<file path="src/core/vrc_map.svh">
// vrc_map.svh: pin-level timing counts and address widths for the video memory cycle driver
// assumes a 20 MHz system clock; the memory pins are driven straight from flip-flops
//
// Behaviour
// - transfer-select low at row strobe fall picks transfer, high picks random access
// - controller holds the multiplexed address stable before each strobe falls
// - transfer, write high, special high: split read, controller supplies fresh tap
// - persistent masking needs write-enable high during the mask-register load cycle
`ifndef VRC_MAP_SVH
`define VRC_MAP_SVH

`define VRC_CLK_NS      50
`define VRC_ADDR_W      9
`define VRC_DQ_W        4
`define VRC_TMR_W       4

// phase lengths in ns, turned into whole clock cycles rounded up
`define VRC_T_ASR_NS    50
`define VRC_T_RCD_NS    100
`define VRC_T_ASC_NS    50
`define VRC_T_CAS_NS    100
`define VRC_T_RP_NS     150
`define VRC_T_CBR_NS    200
`define VRC_CYC(ns)     (((ns) + `VRC_CLK_NS - 1) / `VRC_CLK_NS)

`define VRC_REF_RST     9'h000

`endif

</file>
<file path="src/core/vrc_pkg.sv">
// vrc_pkg.sv: command and state types of the video memory cycle driver
// assumes the constants of vrc_map.svh are included where numbers are needed
package vrc_pkg;

    // ******************************************************
    // user commands, one per documented cycle kind
    // ******************************************************
    typedef enum logic [3:0] {
        VRC_REFRESH     = 4'h0,
        VRC_XFER_WRITE  = 4'h1,
        VRC_ALT_WRITE   = 4'h2,
        VRC_PSEUDO_WR   = 4'h3,
        VRC_XFER_READ   = 4'h4,
        VRC_SPLIT_READ  = 4'h5,
        VRC_WR_MASKED   = 4'h6,
        VRC_BLK_MASKED  = 4'h7,
        VRC_WR_PERSIST  = 4'h8,
        VRC_BLK_PERSIST = 4'h9,
        VRC_READ        = 4'hA,
        VRC_WRITE       = 4'hB,
        VRC_BLK_WRITE   = 4'hC,
        VRC_LOAD_MASK   = 4'hD,
        VRC_LOAD_COLOR  = 4'hE
    } vrc_cmd_e;

    // ******************************************************
    // strobe sequencer states
    // ******************************************************
    typedef enum logic [5:0] {
        VRC_IDLE = 6'h01,
        VRC_ROW  = 6'h02,
        VRC_RASL = 6'h04,
        VRC_COL  = 6'h08,
        VRC_CASL = 6'h10,
        VRC_PRE  = 6'h20
    } vrc_state_e;

endpackage : vrc_pkg

</file>
<file path="src/core/vrc_phase_timer.sv">
// vrc_phase_timer.sv: down counter that times one strobe phase
// assumes load_in pulses in the last cycle before each phase, so the count is loaded as the phase starts
`timescale 1ns/1ps
`include "vrc_map.svh"
module vrc_phase_timer #(
    parameter int W = `VRC_TMR_W
) (
    input  wire logic         clk_in,
    input  wire logic         rst_in,
    input  wire logic         load_in,
    input  wire logic [W-1:0] len_in,
    output logic              expired_out
);
    logic [W-1:0] count_reg;

    // a phase of len cycles ends when the count reaches zero
    always_ff @(posedge clk_in or posedge rst_in) begin
        if (rst_in) begin
            count_reg <= '0;
        end else if (load_in) begin
            count_reg <= len_in - W'(1);
        end else if (count_reg != '0) begin
            count_reg <= count_reg - W'(1);
        end
    end

    // expiry looks at the count alone: the load is decided from expiry, so gating
    // the flag with load would close a combinational loop through the sequencer
    assign expired_out = (count_reg == '0);
endmodule : vrc_phase_timer

</file>
<file path="src/core/vrc_cycle_driver.sv">
// vrc_cycle_driver.sv: controller that runs one video memory cycle per user command
// assumes the memory samples its pins on strobe edges; all pins leave here from flip-flops
`timescale 1ns/1ps
`include "vrc_map.svh"
module vrc_cycle_driver
    import vrc_pkg::*;
#(
    parameter int T_ROW  = `VRC_CYC(`VRC_T_ASR_NS),
    parameter int T_RASL = `VRC_CYC(`VRC_T_RCD_NS),
    parameter int T_COL  = `VRC_CYC(`VRC_T_ASC_NS),
    parameter int T_CASL = `VRC_CYC(`VRC_T_CAS_NS),
    parameter int T_PRE  = `VRC_CYC(`VRC_T_RP_NS),
    parameter int T_CBR  = `VRC_CYC(`VRC_T_CBR_NS)
) (
    input  wire logic                     clk_in,
    input  wire logic                     rst_in,
    input  wire logic                     cmd_valid_in,
    input  wire logic [3:0]               cmd_in,
    input  wire logic [`VRC_ADDR_W-1:0]   row_in,
    input  wire logic [`VRC_ADDR_W-1:0]   col_in,
    input  wire logic [`VRC_DQ_W-1:0]     data_in,
    input  wire logic [`VRC_DQ_W-1:0]     mask_in,
    output logic                          cmd_ready_out,
    output logic                          done_out,
    output logic [`VRC_DQ_W-1:0]          rdata_out,
    output logic                          ras_n_out,
    output logic                          cas_n_out,
    output logic                          transfer_select_n_out,
    output logic                          write_enable_n_out,
    output logic                          special_function_sel_out,
    output logic                          serial_port_enable_n_out,
    output logic [`VRC_ADDR_W-1:0]        mux_address_out,
    output logic [`VRC_DQ_W-1:0]          random_data_out,
    output logic                          random_data_oe_out,
    input  wire logic [`VRC_DQ_W-1:0]     random_data_in
);
    localparam int AW = `VRC_ADDR_W;
    localparam int DW = `VRC_DQ_W;
    localparam int TW = `VRC_TMR_W;

    vrc_state_e    state_reg, state_next;
    vrc_cmd_e      cmd_reg, cmd_cur;
    logic [AW-1:0] row_reg, col_reg, row_cur, col_cur, refresh_row_reg;
    logic [DW-1:0] data_reg, mask_reg, data_cur, mask_cur;
    logic          accept, expired, tmr_load;
    logic [TW-1:0] tmr_len;
    // levels of the cycle presented at row strobe fall and at column strobe fall
    logic lv_cbr, lv_trg_n, lv_we_n, lv_dsf_r, lv_se_n, lv_dsf_c;
    logic lv_dq_ras, lv_wr, lv_rd, lv_refaddr;
    // pin next values
    logic          ras_next, cas_next, trg_next, we_next, dsf_next, se_next, oe_next;
    logic [AW-1:0] addr_next;
    logic [DW-1:0] dq_next;

    // ******************************************************
    // command acceptance and operand capture
    // ******************************************************
    assign accept   = (state_reg == VRC_IDLE) && cmd_valid_in;
    assign cmd_cur  = accept ? vrc_cmd_e'(cmd_in) : cmd_reg;
    assign row_cur  = accept ? row_in  : row_reg;
    assign col_cur  = accept ? col_in  : col_reg;
    assign data_cur = accept ? data_in : data_reg;
    assign mask_cur = accept ? mask_in : mask_reg;

    // operands held for the whole cycle so the pins stay stable around each strobe
    always_ff @(posedge clk_in or posedge rst_in) begin
        if (rst_in) begin
            cmd_reg  <= VRC_REFRESH;
            row_reg  <= '0;
            col_reg  <= '0;
            data_reg <= '0;
            mask_reg <= '0;
        end else if (accept) begin
            cmd_reg  <= vrc_cmd_e'(cmd_in);
            row_reg  <= row_in;
            col_reg  <= col_in;
            data_reg <= data_in;
            mask_reg <= mask_in;
        end
    end

    // ******************************************************
    // cycle table: levels per command
    // ******************************************************
    // unknown codes fall back to a refresh, a cycle that cannot corrupt data
    always_comb begin
        lv_cbr = 1'b0; lv_trg_n = 1'b1; lv_we_n = 1'b1; lv_dsf_r = 1'b0; lv_se_n = 1'b1;
        lv_dsf_c = 1'b0; lv_dq_ras = 1'b0; lv_wr = 1'b0; lv_rd = 1'b0; lv_refaddr = 1'b0;
        case (cmd_cur)
            VRC_XFER_WRITE: begin lv_trg_n = 1'b0; lv_we_n = 1'b0; lv_se_n = 1'b0; end
            VRC_ALT_WRITE:  begin lv_trg_n = 1'b0; lv_we_n = 1'b0; lv_dsf_r = 1'b1; end
            VRC_PSEUDO_WR:  begin lv_trg_n = 1'b0; lv_we_n = 1'b0; lv_refaddr = 1'b1; end
            VRC_XFER_READ:  begin lv_trg_n = 1'b0; end
            VRC_SPLIT_READ: begin lv_trg_n = 1'b0; lv_dsf_r = 1'b1; end
            VRC_WR_MASKED:  begin lv_we_n = 1'b0; lv_dq_ras = 1'b1; lv_wr = 1'b1; end
            VRC_BLK_MASKED: begin
                lv_we_n = 1'b0; lv_dq_ras = 1'b1; lv_dsf_c = 1'b1; lv_wr = 1'b1;
            end
            VRC_WR_PERSIST: begin lv_we_n = 1'b0; lv_dsf_r = 1'b1; lv_wr = 1'b1; end
            VRC_BLK_PERSIST: begin
                lv_we_n = 1'b0; lv_dsf_r = 1'b1; lv_dsf_c = 1'b1; lv_wr = 1'b1;
            end
            VRC_READ:       begin lv_rd = 1'b1; end
            VRC_WRITE:      begin lv_wr = 1'b1; end
            VRC_BLK_WRITE:  begin lv_dsf_c = 1'b1; lv_wr = 1'b1; end
            VRC_LOAD_MASK:  begin lv_dsf_r = 1'b1; lv_wr = 1'b1; lv_refaddr = 1'b1; end
            VRC_LOAD_COLOR: begin
                lv_dsf_r = 1'b1; lv_dsf_c = 1'b1; lv_wr = 1'b1; lv_refaddr = 1'b1;
            end
            default:        begin lv_cbr = 1'b1; end
        endcase
    end

    // ******************************************************
    // strobe sequencer
    // ******************************************************
    // refresh skips the column phases: the column strobe is already low before the row strobe
    always_comb begin
        state_next = state_reg;
        case (state_reg)
            VRC_IDLE: if (cmd_valid_in) state_next = VRC_ROW;
            VRC_ROW:  if (expired) state_next = VRC_RASL;
            VRC_RASL: if (expired) state_next = lv_cbr ? VRC_PRE : VRC_COL;
            VRC_COL:  if (expired) state_next = VRC_CASL;
            VRC_CASL: if (expired) state_next = VRC_PRE;
            VRC_PRE:  if (expired) state_next = VRC_IDLE;
            default:  state_next = VRC_IDLE;
        endcase
    end

    always_ff @(posedge clk_in or posedge rst_in) begin
        if (rst_in) begin
            state_reg <= VRC_IDLE;
        end else begin
            state_reg <= state_next;
        end
    end

    // phase length chosen for the state being entered
    always_comb begin
        tmr_load = (state_next != state_reg);
        case (state_next)
            VRC_ROW:  tmr_len = TW'(T_ROW);
            VRC_RASL: tmr_len = lv_cbr ? TW'(T_CBR) : TW'(T_RASL);
            VRC_COL:  tmr_len = TW'(T_COL);
            VRC_CASL: tmr_len = TW'(T_CASL);
            VRC_PRE:  tmr_len = TW'(T_PRE);
            default:  tmr_len = TW'(1);
        endcase
    end

    vrc_phase_timer #(.W(TW)) u_timer (
        .clk_in      (clk_in),
        .rst_in      (rst_in),
        .load_in     (tmr_load),
        .len_in      (tmr_len),
        .expired_out (expired)
    );

    // ******************************************************
    // pin levels for the coming state
    // ******************************************************
    always_comb begin
        ras_next = 1'b1; cas_next = 1'b1; trg_next = 1'b1; we_next = 1'b1;
        dsf_next = 1'b0; se_next = 1'b1; oe_next = 1'b0;
        addr_next = mux_address_out;
        dq_next   = random_data_out;
        case (state_next)
            VRC_ROW, VRC_RASL: begin
                ras_next = (state_next != VRC_RASL);
                if (lv_cbr) begin
                    cas_next = 1'b0;
                end else begin
                    addr_next = lv_refaddr ? refresh_row_reg : row_cur;
                    trg_next  = lv_trg_n;
                    we_next   = lv_we_n;
                    dsf_next  = lv_dsf_r;
                    se_next   = lv_se_n;
                    oe_next   = lv_dq_ras;
                    dq_next   = mask_cur;
                end
            end
            VRC_COL, VRC_CASL: begin
                ras_next  = 1'b0;
                cas_next  = (state_next != VRC_CASL);
                addr_next = col_cur;
                dsf_next  = lv_dsf_c;
                trg_next  = !lv_rd;
                we_next   = !lv_wr;
                oe_next   = lv_wr;
                dq_next   = data_cur;
            end
            default: begin
            end
        endcase
    end

    always_ff @(posedge clk_in or posedge rst_in) begin
        if (rst_in) begin
            ras_n_out <= 1'b1; cas_n_out <= 1'b1; transfer_select_n_out <= 1'b1;
            write_enable_n_out <= 1'b1; special_function_sel_out <= 1'b0;
            serial_port_enable_n_out <= 1'b1; random_data_oe_out <= 1'b0;
            mux_address_out <= '0; random_data_out <= '0;
        end else begin
            ras_n_out <= ras_next; cas_n_out <= cas_next; transfer_select_n_out <= trg_next;
            write_enable_n_out <= we_next; special_function_sel_out <= dsf_next;
            serial_port_enable_n_out <= se_next; random_data_oe_out <= oe_next;
            mux_address_out <= addr_next; random_data_out <= dq_next;
        end
    end

    // ******************************************************
    // handshake, read data and refresh row counter
    // ******************************************************
    // read data taken on the last cycle of the column strobe low phase, when it has settled
    always_ff @(posedge clk_in or posedge rst_in) begin
        if (rst_in) begin
            cmd_ready_out   <= 1'b0;
            done_out        <= 1'b0;
            rdata_out       <= '0;
            refresh_row_reg <= `VRC_REF_RST;
        end else begin
            cmd_ready_out <= (state_next == VRC_IDLE);
            done_out      <= (state_reg == VRC_PRE) && expired;
            if ((state_reg == VRC_CASL) && expired && lv_rd) begin
                rdata_out <= random_data_in;
            end
            if ((state_reg == VRC_PRE) && expired && lv_refaddr) begin
                refresh_row_reg <= refresh_row_reg + AW'(1);
            end
        end
    end

    logic is_xfer;
    assign is_xfer = !lv_cbr && !lv_trg_n;
endmodule : vrc_cycle_driver

</file>
<file path="config.mk">
export PLATFORM = sky130hd
export DESIGN_NAME = vrc_cycle_driver
export DESIGN_NICKNAME = d
export VERILOG_FILES = /design/src/core/vrc_pkg.sv /design/src/core/vrc_phase_timer.sv /design/src/core/vrc_cycle_driver.sv
export VERILOG_INCLUDE_DIRS = /design/src /design/src/core
export SDC_FILE = /design/constraint.sdc
export NUM_CORES = 1
export LEC_CHECK = 0
export BUFFER_PORTS_ARGS = -buffer_cell sky130_fd_sc_hd__buf_2
export CAP_MARGIN = 0
export CORE_AREA = 2 2 78 95
export CTS_BUF_LIST = sky130_fd_sc_hd__clkbuf_4 sky130_fd_sc_hd__clkbuf_8 sky130_fd_sc_hd__clkbuf_16
export DETAILED_ROUTE_END_ITERATION = 7
export DIE_AREA = 0 0 80 97
export PLACE_DENSITY = 0.84
export SLEW_MARGIN = 20
export SYNTH_ARGS = -nofsm -noshare
export SYNTH_HDL_FRONTEND = slang
export SYNTH_SLANG_ARGS = --single-unit
</file>
<file path="constraint.sdc">
create_clock -name clk_in -period 3.2 [get_ports clk_in]
set_clock_uncertainty 0.15 [all_clocks]
set_input_delay 0.32 -clock clk_in [delete_from_list [all_inputs] [get_ports clk_in]]
set_output_delay 0.32 -clock clk_in [all_outputs]
set_load 0.05 [all_outputs]
</file>
==> results of run 1 <==
-- worst reg2reg max path: stages (launching register included) --
cell	delay [ns]
sky130_fd_sc_hd__dfrtp_1	0.41
sky130_fd_sc_hd__or4_1	0.57
sky130_fd_sc_hd__or2_2	0.31
sky130_fd_sc_hd__a21oi_1	0.33
sky130_fd_sc_hd__a21oi_1	0.09
sky130_fd_sc_hd__nand3b_1	0.11
sky130_fd_sc_hd__o21ai_0	0.09
sky130_fd_sc_hd__ha_1	0.23
sky130_fd_sc_hd__or4b_1	0.52
sky130_fd_sc_hd__o211ai_1	0.09
-- power by group --
part           total (mW)  internal [mW]  switching (mW)
registers            1.51           1.29           0.217
clock network       0.816          0.462           0.354
logic                2.09          0.692            1.39
-- kinds of logic (layout without fill, tap and decap cells) --
| kind of cell | Yosys count | count (layout) |
|---|---|---|
| compound gates | 78 | 78 |
| simple gates | 191 | 191 |
| buf+inv | 30 | 95 |
| flops | 75 | 75 |
| fa+ha+maj | 2 | 2 |
| mux | 17 | 17 |
| xor+xnor | 10 | 10 |
-- worst paths after layout --
path	slack, ns	from	depth (start not counted)	end
max	0.20	u_timer.count_reg[1]$_DFFE_PP0P_	9	u_timer.count_reg[2]$_DFFE_PP0P_
min	0.03	mask_in[3]	3	mask_reg[3]$_DFF_PP0_
max reg2reg	0.20	u_timer.count_reg[1]$_DFFE_PP0P_	9	u_timer.count_reg[2]$_DFFE_PP0P_
min reg2reg	0.33	col_reg[8]$_DFF_PP0_	2	col_reg[8]$_DFF_PP0_
max in group asynchronous	1.69	rst_in	4	refresh_row_reg[2]$_DFFE_PP0P_
min in group asynchronous	0.44	rst_in	3	col_reg[2]$_DFF_PP0_
-- synthesized netlist by cell type, drive strengths merged, types with 3 or more instances --
master | count | area share
xnor2 | 8 | 0.019
or3 | 11 | 0.020
buf | 4 | 0.0063
o22ai | 9 | 0.015
a21oi | 22 | 0.029
nand4 | 12 | 0.022
nand4b | 4 | 0.0093
clkbuf | 18 | 0.018
a32oi | 10 | 0.023
mux2i | 10 | 0.027
nand2 | 95 | 0.097
mux2 | 7 | 0.021
and3 | 3 | 0.0050
inv | 8 | 0.0080
dfstp | 6 | 0.042
nor2 | 27 | 0.028
dfrtp | 69 | 0.46
a21o | 3 | 0.0060
nand3b | 3 | 0.0060
o21ai | 13 | 0.017
nor3 | 9 | 0.012
nor2b | 9 | 0.015
nand3 | 5 | 0.010
nand2b | 5 | 0.0083
-- area by class of cell --
| cell class | count | area (um^2) | share of cell area |
|---|---|---|---|
| Clock buffer | 11 | 139 | 0.0318 |
| Clock inverter | 5 | 85.1 | 0.0195 |
| Inverter | 8 | 30.0 | 0.00687 |
| Multi-Input combinational cell | 298 | 1740 | 0.399 |
| Sequential cell | 75 | 1880 | 0.431 |
| Tap cell | 87 | 109 | 0.0249 |
| Timing Repair Buffer | 71 | 380 | 0.0870 |
-- repair_timing --
action / CTS / global route
hold buffers: 1 / 0
endpoints found under the setup margin: 0 / 0
hold endpoints to repair: 22 / 0
-- routing by layer --
layer,share of wire,vias to the layer above
met5,0,-
met4,0.029,0
met3,0.049,25
met2,0.51,116
met1,0.42,1564
li1,-,1547
-- layout by cell type, fill, tap and decap left out, types with 4 or more instances in the layout --
cell type and instances:
sky130_fd_sc_hd__or3_1 10, sky130_fd_sc_hd__nand4_1 11, sky130_fd_sc_hd__mux2i_1 10, sky130_fd_sc_hd__xnor2_1 8, sky130_fd_sc_hd__o21ai_0 13, sky130_fd_sc_hd__buf_2 62, sky130_fd_sc_hd__nand2b_1 5, sky130_fd_sc_hd__dfrtp_1 69
sky130_fd_sc_hd__nor2_1 26, sky130_fd_sc_hd__nand4b_1 4, sky130_fd_sc_hd__o22ai_1 9, sky130_fd_sc_hd__a21oi_1 22, sky130_fd_sc_hd__nor2b_1 9, sky130_fd_sc_hd__buf_4 8, sky130_fd_sc_hd__clkbuf_8 9, sky130_fd_sc_hd__a32oi_1 10
sky130_fd_sc_hd__mux2_2 7, sky130_fd_sc_hd__inv_1 7, sky130_fd_sc_hd__nand2_1 94, sky130_fd_sc_hd__dfstp_2 6, sky130_fd_sc_hd__nor3_1 9, sky130_fd_sc_hd__nand3_1 4
-- stage by stage --
stage	worst slack, ns	util
after floorplan	0.377	-
after global placement	0.429	0.611
after detailed placement	0.328	0.611
after CTS	0.219	0.646
after global routing	0.00687	0.646
final	0.198	0.646
==> flow_metrics.tcl, run 1 <==
set metrics [dict create \
    timing.final.max_slew_violations 0 \
    finish.cell_count_without_fillers 555 \
    cts_sinks 75 \
    max_buffers_root_to_sink 2 \
    fin_crit_sh 0.938 \
    groute.usage.overall 0.248 \
    post-route-min-period_ns 3.00 \
    placed_area_mm2 0.00414 \
    vias_per_cell 5.86 \
    netlist-cell-type-count 55 \
    antenna_violations_before_repair 0 \
    worst_path_maximum_fanout 4 \
    via_count 3252 \
    placementRows 33 \
    timing.critical_path.slowest_stage_cell "sky130_fd_sc_hd__or4_1" \
    postSynthRegisterBits 75 \
    muxShareOfSynthArea 0.0477 \
    top_level_ports 63 \
    overall_power_of_the_completed_layout_mw 4.41 \
    post_cts_resized 0 \
    detailed_routing_iterations_pass_1 4 \
    cts.reportedPaths.clkPinSlew_ns 0.08 \
    grt-busiest-layer "met2" \
    rsz0062_at_grt "no" \
    antenna_cells_inserted 0 \
    ys_async_sr_fraction 1.00 \
    critPathRequiredTime_ns 3.31 \
    cpPeakStageDelay_ns 0.57 \
    clock-root-buffer "sky130_fd_sc_hd__clkbuf_8" \
    synthesis.instances 403 \
    hold_viol 0 \
    floorplan.core_area_mm2 0.00677 \
    port_buffer_cells 62 \
    crit_top_cell "sky130_fd_sc_hd__a21oi_1" \
    synth-xor-area-share 0.0234 \
    vdd_drop_max_mv 0.653 \
    post-cts-setup-buffer-count 0 \
    synth_top_family_by_area "simple AND/OR/NAND/NOR gates" \
    h-tree-depth 3 \
    cts_inserted_buffers 9 \
    overflow 0 \
    power_leakage_nw 2.11 \
    use_met2 0.407 \
    grt_max_degree 43 \
    timing.max_slew.rel_slack 0.550 \
    clkLatencyLatePin_ns 0.35 \
    fp.dieArea_mm2 0.00776 \
    critPathKind "reg2reg" \
    design_area_mm2 0.00437 \
    hold-worst-slack_ns 0.0273 \
    run_status "complete, no violations" \
    place_hpwl_mm 6.16 \
    globalRouteMet1Util 0.319 \
    prevailing_post_synth_register_cell "sky130_fd_sc_hd__dfrtp_1" \
    timing.fmax_mhz 333 \
    detail_route.drc_violations 0 \
    path_cells "or4_1, or2_2, a21oi_1, a21oi_1, nand3b_1, o21ai_0, ha_1, or4b_1, o211ai_1" \
    area_growth_pct 16.6 \
    synth_simple_gate_area_frac 0.249 \
    fin_nets 502 \
    cp_num_buf_inv 0 \
    dr.first_iter.drc_count 259 \
    floorplan.initialDensity 0.554 \
    fin_tns_setup_ns 0 \
    setup-violations-final 0 \
    avgRoutedWirePerCell_um 16.0 \
    yosys.area_share.adder 0.00667 \
    max_cap_viol_count 0 \
    syn-num-nets 442 \
    synth_sequential_area_ratio 0.503 \
    die_w_um 80 \
    power-per-cell-area_mw_per_mm2 1010 \
    n_fill_cell 555 \
    grt_first_pass_wirelength_mm 15.2 \
    crit_family "simple AND/OR/NAND/NOR gates" \
    worstPathArrival_ns 3.11 \
    cts_tree "done" \
    ys.warnings.count 0 \
    die_h_um 97 \
    max_slew.worst_pin.slew_ns 0.675 \
    numPlacedInstances 538 \
    drtAntennaViolNets 0 \
    area_fraction_in_compound_gates_after_synthesis 0.138 \
    first_global_vias 3278 \
    synth_area_per_cell_um2 9.30 \
    use_met3 0.0317 \
    synth.cell_area_mm2 0.00375 \
    min-delay-path-class "in2reg" \
    share_of_final_layout_standard_cells_stronger_than_drive_strength_1 0.231 \
    synth_enable_flop_cells 0 \
    cp-start-kind "flip-flop" \
    finalWeightedCongestion 0.956 \
    critPathCaptureType "flip-flop" \
    route.final.wire_length_mm 8.88 \
]
(Power assumes the default switching activity.)
==> inputs of run 2 (changes only) <==
Settings changed: PLACE_DENSITY 0.84 to 0.83.
==> flow_metrics.tcl, run 2 (same netlist as run 1, synthesis figures left out) <==
set metrics [dict create \
    drtAntennaViolNets 0 \
    detail_route.drc_violations 0 \
    fin_tns_setup_ns 0 \
    fin_nets 502 \
    via_count 3164 \
    die_h_um 97 \
    setup-violations-final 0 \
    overall_power_of_the_completed_layout_mw 4.38 \
    die_w_um 80 \
    max_cap_viol_count 0 \
    port_buffer_cells 62 \
    top_level_ports 63 \
    floorplan.initialDensity 0.554 \
    worstPathArrival_ns 3.06 \
    timing.final.max_slew_violations 0 \
    mostFrequentLayoutCells "sky130_fd_sc_hd__nand2_1 (94), sky130_fd_sc_hd__dfrtp_1 (69), sky130_fd_sc_hd__buf_2 (62), sky130_fd_sc_hd__nor2_1 (26), sky130_fd_sc_hd__a21oi_1 (22)" \
    vdd_drop_max_mv 0.674 \
    holdBufCountCts 1 \
    antenna_cells_inserted 0 \
    detailed_routing_iterations_pass_1 4 \
    floorplan.core_area_mm2 0.00677 \
    hold_viol 0 \
    critPathCaptureType "flip-flop" \
    antenna_violations_before_repair 0 \
    critPathRequiredTime_ns 3.31 \
    max_slew.worst_pin.slew_ns 0.658 \
    post_cts_resized 0 \
    cts_tree "done" \
    area_growth_pct 16.3 \
    min-delay-path-class "in2reg" \
    timing.max_slew.rel_slack 0.561 \
    clock-root-buffer "sky130_fd_sc_hd__clkbuf_8" \
    timing.critical_path.slowest_stage_cell "sky130_fd_sc_hd__or4b_1" \
    fin_crit_sh 0.923 \
    cp-start-kind "flip-flop" \
    cts_inserted_buffers 9 \
    reg2reg_depth 8 \
    placed_area_mm2 0.00414 \
    final_util 0.644 \
    n_fill_cell 576 \
    finalWeightedCongestion 0.922 \
    first_global_vias 3165 \
    avgRoutedWirePerCell_um 15.7 \
    rsz0062_at_grt "no" \
    timing.fmax_mhz 339 \
    hold_depth 3 \
    cts_sinks 75 \
    leading_cell_type_in_the_layout_fill_and_taps_excluded "sky130_fd_sc_hd__nand2_1" \
    rrSetupSlack_ns 0.25 \
    crit_top_cell "sky130_fd_sc_hd__a21oi_1" \
    h-tree-depth 3 \
    critPathKind "reg2reg" \
    route.final.wire_length_mm 8.71 \
    finish.cell_count_without_fillers 554 \
    overflow 0 \
    post-cts-setup-buffer-count 0 \
    place_hpwl_mm 6.20 \
    power_leakage_nw 2.11 \
    design_area_mm2 0.00436 \
    groute.usage.overall 0.242 \
    numPlacedInstances 538 \
    power-per-cell-area_mw_per_mm2 1010 \
    path_cells "nor2b_1, o311ai_0, a21oi_1, a21oi_1, mux2i_1, ha_1, or4b_1, o211ai_1" \
    grt_first_pass_wirelength_mm 14.7 \
    worst_path_maximum_fanout 7 \
    cpPeakStageDelay_ns 0.53 \
    share_of_final_layout_standard_cells_stronger_than_drive_strength_1 0.229 \
    cts.reportedPaths.clkPinSlew_ns 0.08 \
    clkLatencyLatePin_ns 0.35 \
    fp.dieArea_mm2 0.00776 \
    grt_max_degree 43 \
    max_buffers_root_to_sink 2 \
    run_status "complete, no violations" \
    dr.first_iter.drc_count 217 \
    post-route-min-period_ns 2.95 \
    placementRows 33 \
    vias_per_cell 5.71 \
]
[run 2: cell type report]
type,instances,area (um^2),share of cell area
multi-input cells,298,1740,0.400
well taps,87,109,0.0250
inverters,8,30.0,0.00688
flip-flops and latches,75,1880,0.432
clock inverters,6,90.1,0.0207
repair buffers,71,380,0.0872
clock buffers,9,124,0.0284
[run 2: power by group]
| part | switching (mW) | total, mW | internal, mW |
|---|---|---|---|
| Combinational | 1.38 | 2.07 | 0.692 |
| Clock | 0.356 | 0.794 | 0.437 |
| Sequential | 0.229 | 1.52 | 1.29 |
[run 2: routing by layer]
layer  wire (um)  global-route usage  vias up  part of all wire
met5           0                   0        -                 0
met4         171               0.106        0             0.020
met3         379              0.0373       13             0.044
met2        4300               0.383       89              0.49
met1        3860               0.328     1522              0.44
li1            -                   -     1540                 -
[run 2: worst paths after layout]
path	startpoint	to
max	state_reg[5]$_DFF_PP0_	u_timer.count_reg[2]$_DFFE_PP0P_
min	row_in[7]	row_reg[7]$_DFF_PP0_
max reg2reg	state_reg[5]$_DFF_PP0_	u_timer.count_reg[2]$_DFFE_PP0P_
min reg2reg	mask_reg[0]$_DFF_PP0_	mask_reg[0]$_DFF_PP0_
max in group asynchronous	rst_in	serial_port_enable_n_out$_DFF_PP1_
min in group asynchronous	rst_in	mux_address_out[1]$_DFFE_PP0P_
[run 2: per-stage QoR]
stage / setup slack (ns) / hold WS [ns]
global route: 0.0978 / 0.0260
global placement: 0.399 / 0.218
CTS: 0.285 / 0.0172
finish: 0.248 / 0.0226
floorplan: 0.377 / 0.275
detailed placement: 0.296 / 0.231
[run 2: worst max-delay path, delay by kind of cell, from the launching register on]
kind | cells | cell delay (ns)
DFF | 1 | 0.44
AOI/OAI and AO/OA | 4 | 1.11
adders and majority gates | 1 | 0.26
and+or+nand+nor | 2 | 0.71
muxes | 1 | 0.19
==> inputs of run 3 (changes only) <==
Settings changed: REMOVE_ABC_BUFFERS set to 1.
==> flow_metrics.tcl, run 3 (same netlist as run 1, synthesis figures left out) <==
set metrics [dict create \
    seq_power_share 0.350 \
    power_leakage_nw 2.10 \
    rsz0062_at_grt "no" \
    via_count 3219 \
    max_slew.worst_pin.slew_ns 0.601 \
    worstPathArrival_ns 3.01 \
    cts_inserted_buffers 9 \
    route.final.wire_length_mm 8.54 \
    regArea_mm2 0.00188 \
    clock_power_share 0.173 \
    holdBufCountCts 1 \
    die_h_um 97 \
    timing.final.max_slew_violations 0 \
    area_growth_pct 15.9 \
    setup-violations-final 0 \
    worst_path_maximum_fanout 4 \
    avgRoutedWirePerCell_um 15.4 \
    design_area_mm2 0.00435 \
    p_sw_frac 0.450 \
    vias_per_cell 5.81 \
    combPwrFrac 0.477 \
    placementRows 33 \
    post-cts-setup-buffer-count 0 \
    max_buffers_root_to_sink 2 \
    critPathKind "reg2reg" \
    power-per-cell-area_mw_per_mm2 992 \
    grt_max_degree 43 \
    overflow 0 \
    groute.usage.overall 0.235 \
    cp-start-kind "flip-flop" \
    floorplan.initialDensity 0.554 \
    fin_nets 501 \
    floorplan.core_area_mm2 0.00677 \
    mostFrequentLayoutCells "sky130_fd_sc_hd__nand2_1 (94), sky130_fd_sc_hd__dfrtp_1 (69), sky130_fd_sc_hd__buf_2 (62), sky130_fd_sc_hd__nor2_1 (26), sky130_fd_sc_hd__a21oi_1 (22)" \
    multi_input_combinational_cell_area_mm2 0.00174 \
    drtAntennaViolNets 0 \
    run_status "complete, no violations" \
    top_level_ports 63 \
    hold_viol 0 \
    placed_area_mm2 0.00413 \
    fp.dieArea_mm2 0.00776 \
    critPathRequiredTime_ns 3.32 \
    preCtsSetupSlack_ns 0.320 \
    detailed_routing_iterations_pass_1 4 \
    dr.first_iter.drc_count 341 \
    first_global_vias 3226 \
    timing.fmax_mhz 346 \
    clock-root-buffer "sky130_fd_sc_hd__clkbuf_8" \
    antenna_violations_before_repair 0 \
    cts.reportedPaths.clkPinSlew_ns 0.08 \
    finish.cell_count_without_fillers 554 \
    grt_first_pass_wirelength_mm 14.4 \
    share_of_final_layout_standard_cells_stronger_than_drive_strength_1 0.229 \
    max_cap_viol_count 0 \
    post_cts_resized 0 \
    cellInternalPower_mw 2.37 \
    critPathCaptureType "flip-flop" \
    total_switching_power_mw 1.94 \
    n_fill_cell 580 \
    min-delay-path-class "in2reg" \
    clkLatencyLatePin_ns 0.35 \
    finalWeightedCongestion 0.881 \
    detail_route.drc_violations 0 \
    overall_power_of_the_completed_layout_mw 4.31 \
    timing.max_slew.rel_slack 0.600 \
    cts_sinks 75 \
    cts_tree "done" \
    fin_tns_setup_ns 0 \
    fin_crit_sh 0.902 \
    vdd_drop_max_mv 0.539 \
    numPlacedInstances 537 \
    antenna_cells_inserted 0 \
    h-tree-depth 3 \
    die_w_um 80 \
    place_hpwl_mm 5.88 \
    post-route-min-period_ns 2.89 \
    leading_cell_type_in_the_layout_fill_and_taps_excluded "sky130_fd_sc_hd__nand2_1" \
    final_critical_path_setup_slack_ns 0.313 \
    port_buffer_cells 62 \
]
[run 3: changes by cell type in the layout (fill, tap and decap cells not counted)]
cell / change
sky130_fd_sc_hd__clkbuf_8: +1
sky130_fd_sc_hd__bufinv_16: -1
sky130_fd_sc_hd__clkbuf_4: +1
sky130_fd_sc_hd__buf_4: -1
[run 3: area by class of cell]
cell class,instances,share of cell area
sequential,75,0.434
multi-input combinational,298,0.401
inverter,8,0.00691
clock buffer,11,0.0334
timing repair buffer,70,0.0858
tap,87,0.0251
clock inverter,5,0.0138
[run 3: final timing paths]
path                            cells past startpoint                              from                          endpoint  slack, ns
worst max-delay path                                9  u_timer.count_reg[1]$_DFFE_PP0P_  u_timer.count_reg[2]$_DFFE_PP0P_       0.31
worst min-delay path                                3                         col_in[1]              col_reg[1]$_DFF_PP0_       0.02
max in group asynchronous                           4                            rst_in      write_enable_n_out$_DFF_PP1_       1.75
worst min register to register                      2              col_reg[8]$_DFF_PP0_              col_reg[8]$_DFF_PP0_       0.32
worst max register to register                      9  u_timer.count_reg[1]$_DFFE_PP0P_  u_timer.count_reg[2]$_DFFE_PP0P_       0.31
min in group asynchronous                           3                            rst_in              row_reg[0]$_DFF_PP0_       0.36
[run 3: metrics by stage]
step	hold WS [ns]	utilization
after floorplan	0.275	-
after global placement	0.184	0.610
after detailed placement	0.183	0.610
after CTS	0.0149	0.642
after global routing	0.0254	0.642
final	0.0216	0.642
[run 3: worst max-delay path, cell delays in order (launching register included)]
cell and delay, ns:
sky130_fd_sc_hd__dfrtp_1 0.41, sky130_fd_sc_hd__or4_1 0.56, sky130_fd_sc_hd__or2_2 0.31, sky130_fd_sc_hd__a21oi_1 0.28, sky130_fd_sc_hd__a21oi_1 0.07, sky130_fd_sc_hd__nand3b_1 0.09
sky130_fd_sc_hd__o21ai_0 0.09, sky130_fd_sc_hd__ha_1 0.23, sky130_fd_sc_hd__or4b_1 0.52, sky130_fd_sc_hd__o211ai_1 0.09
[run 3: routing by layer]
metal,up-vias,routed length [um],global-route usage,part of all wire
met1,1543,3680,0.302,0.43
met5,-,0,0,0
met2,109,4120,0.372,0.48
li1,1544,-,-,-
met3,23,449,0.0354,0.053
met4,0,296,0.137,0.035
[run 3: power groups by stage]
stage                     clock [mW]  sequential (mW)  combinational [mW]
after CTS                      0.755             1.51                2.06
final                          0.747             1.51                2.06
after floorplan                    0             1.85                1.17
after global placement             0             1.50                1.99
after detailed placement           0             1.52                2.04
after global routing           0.801             1.55                2.28
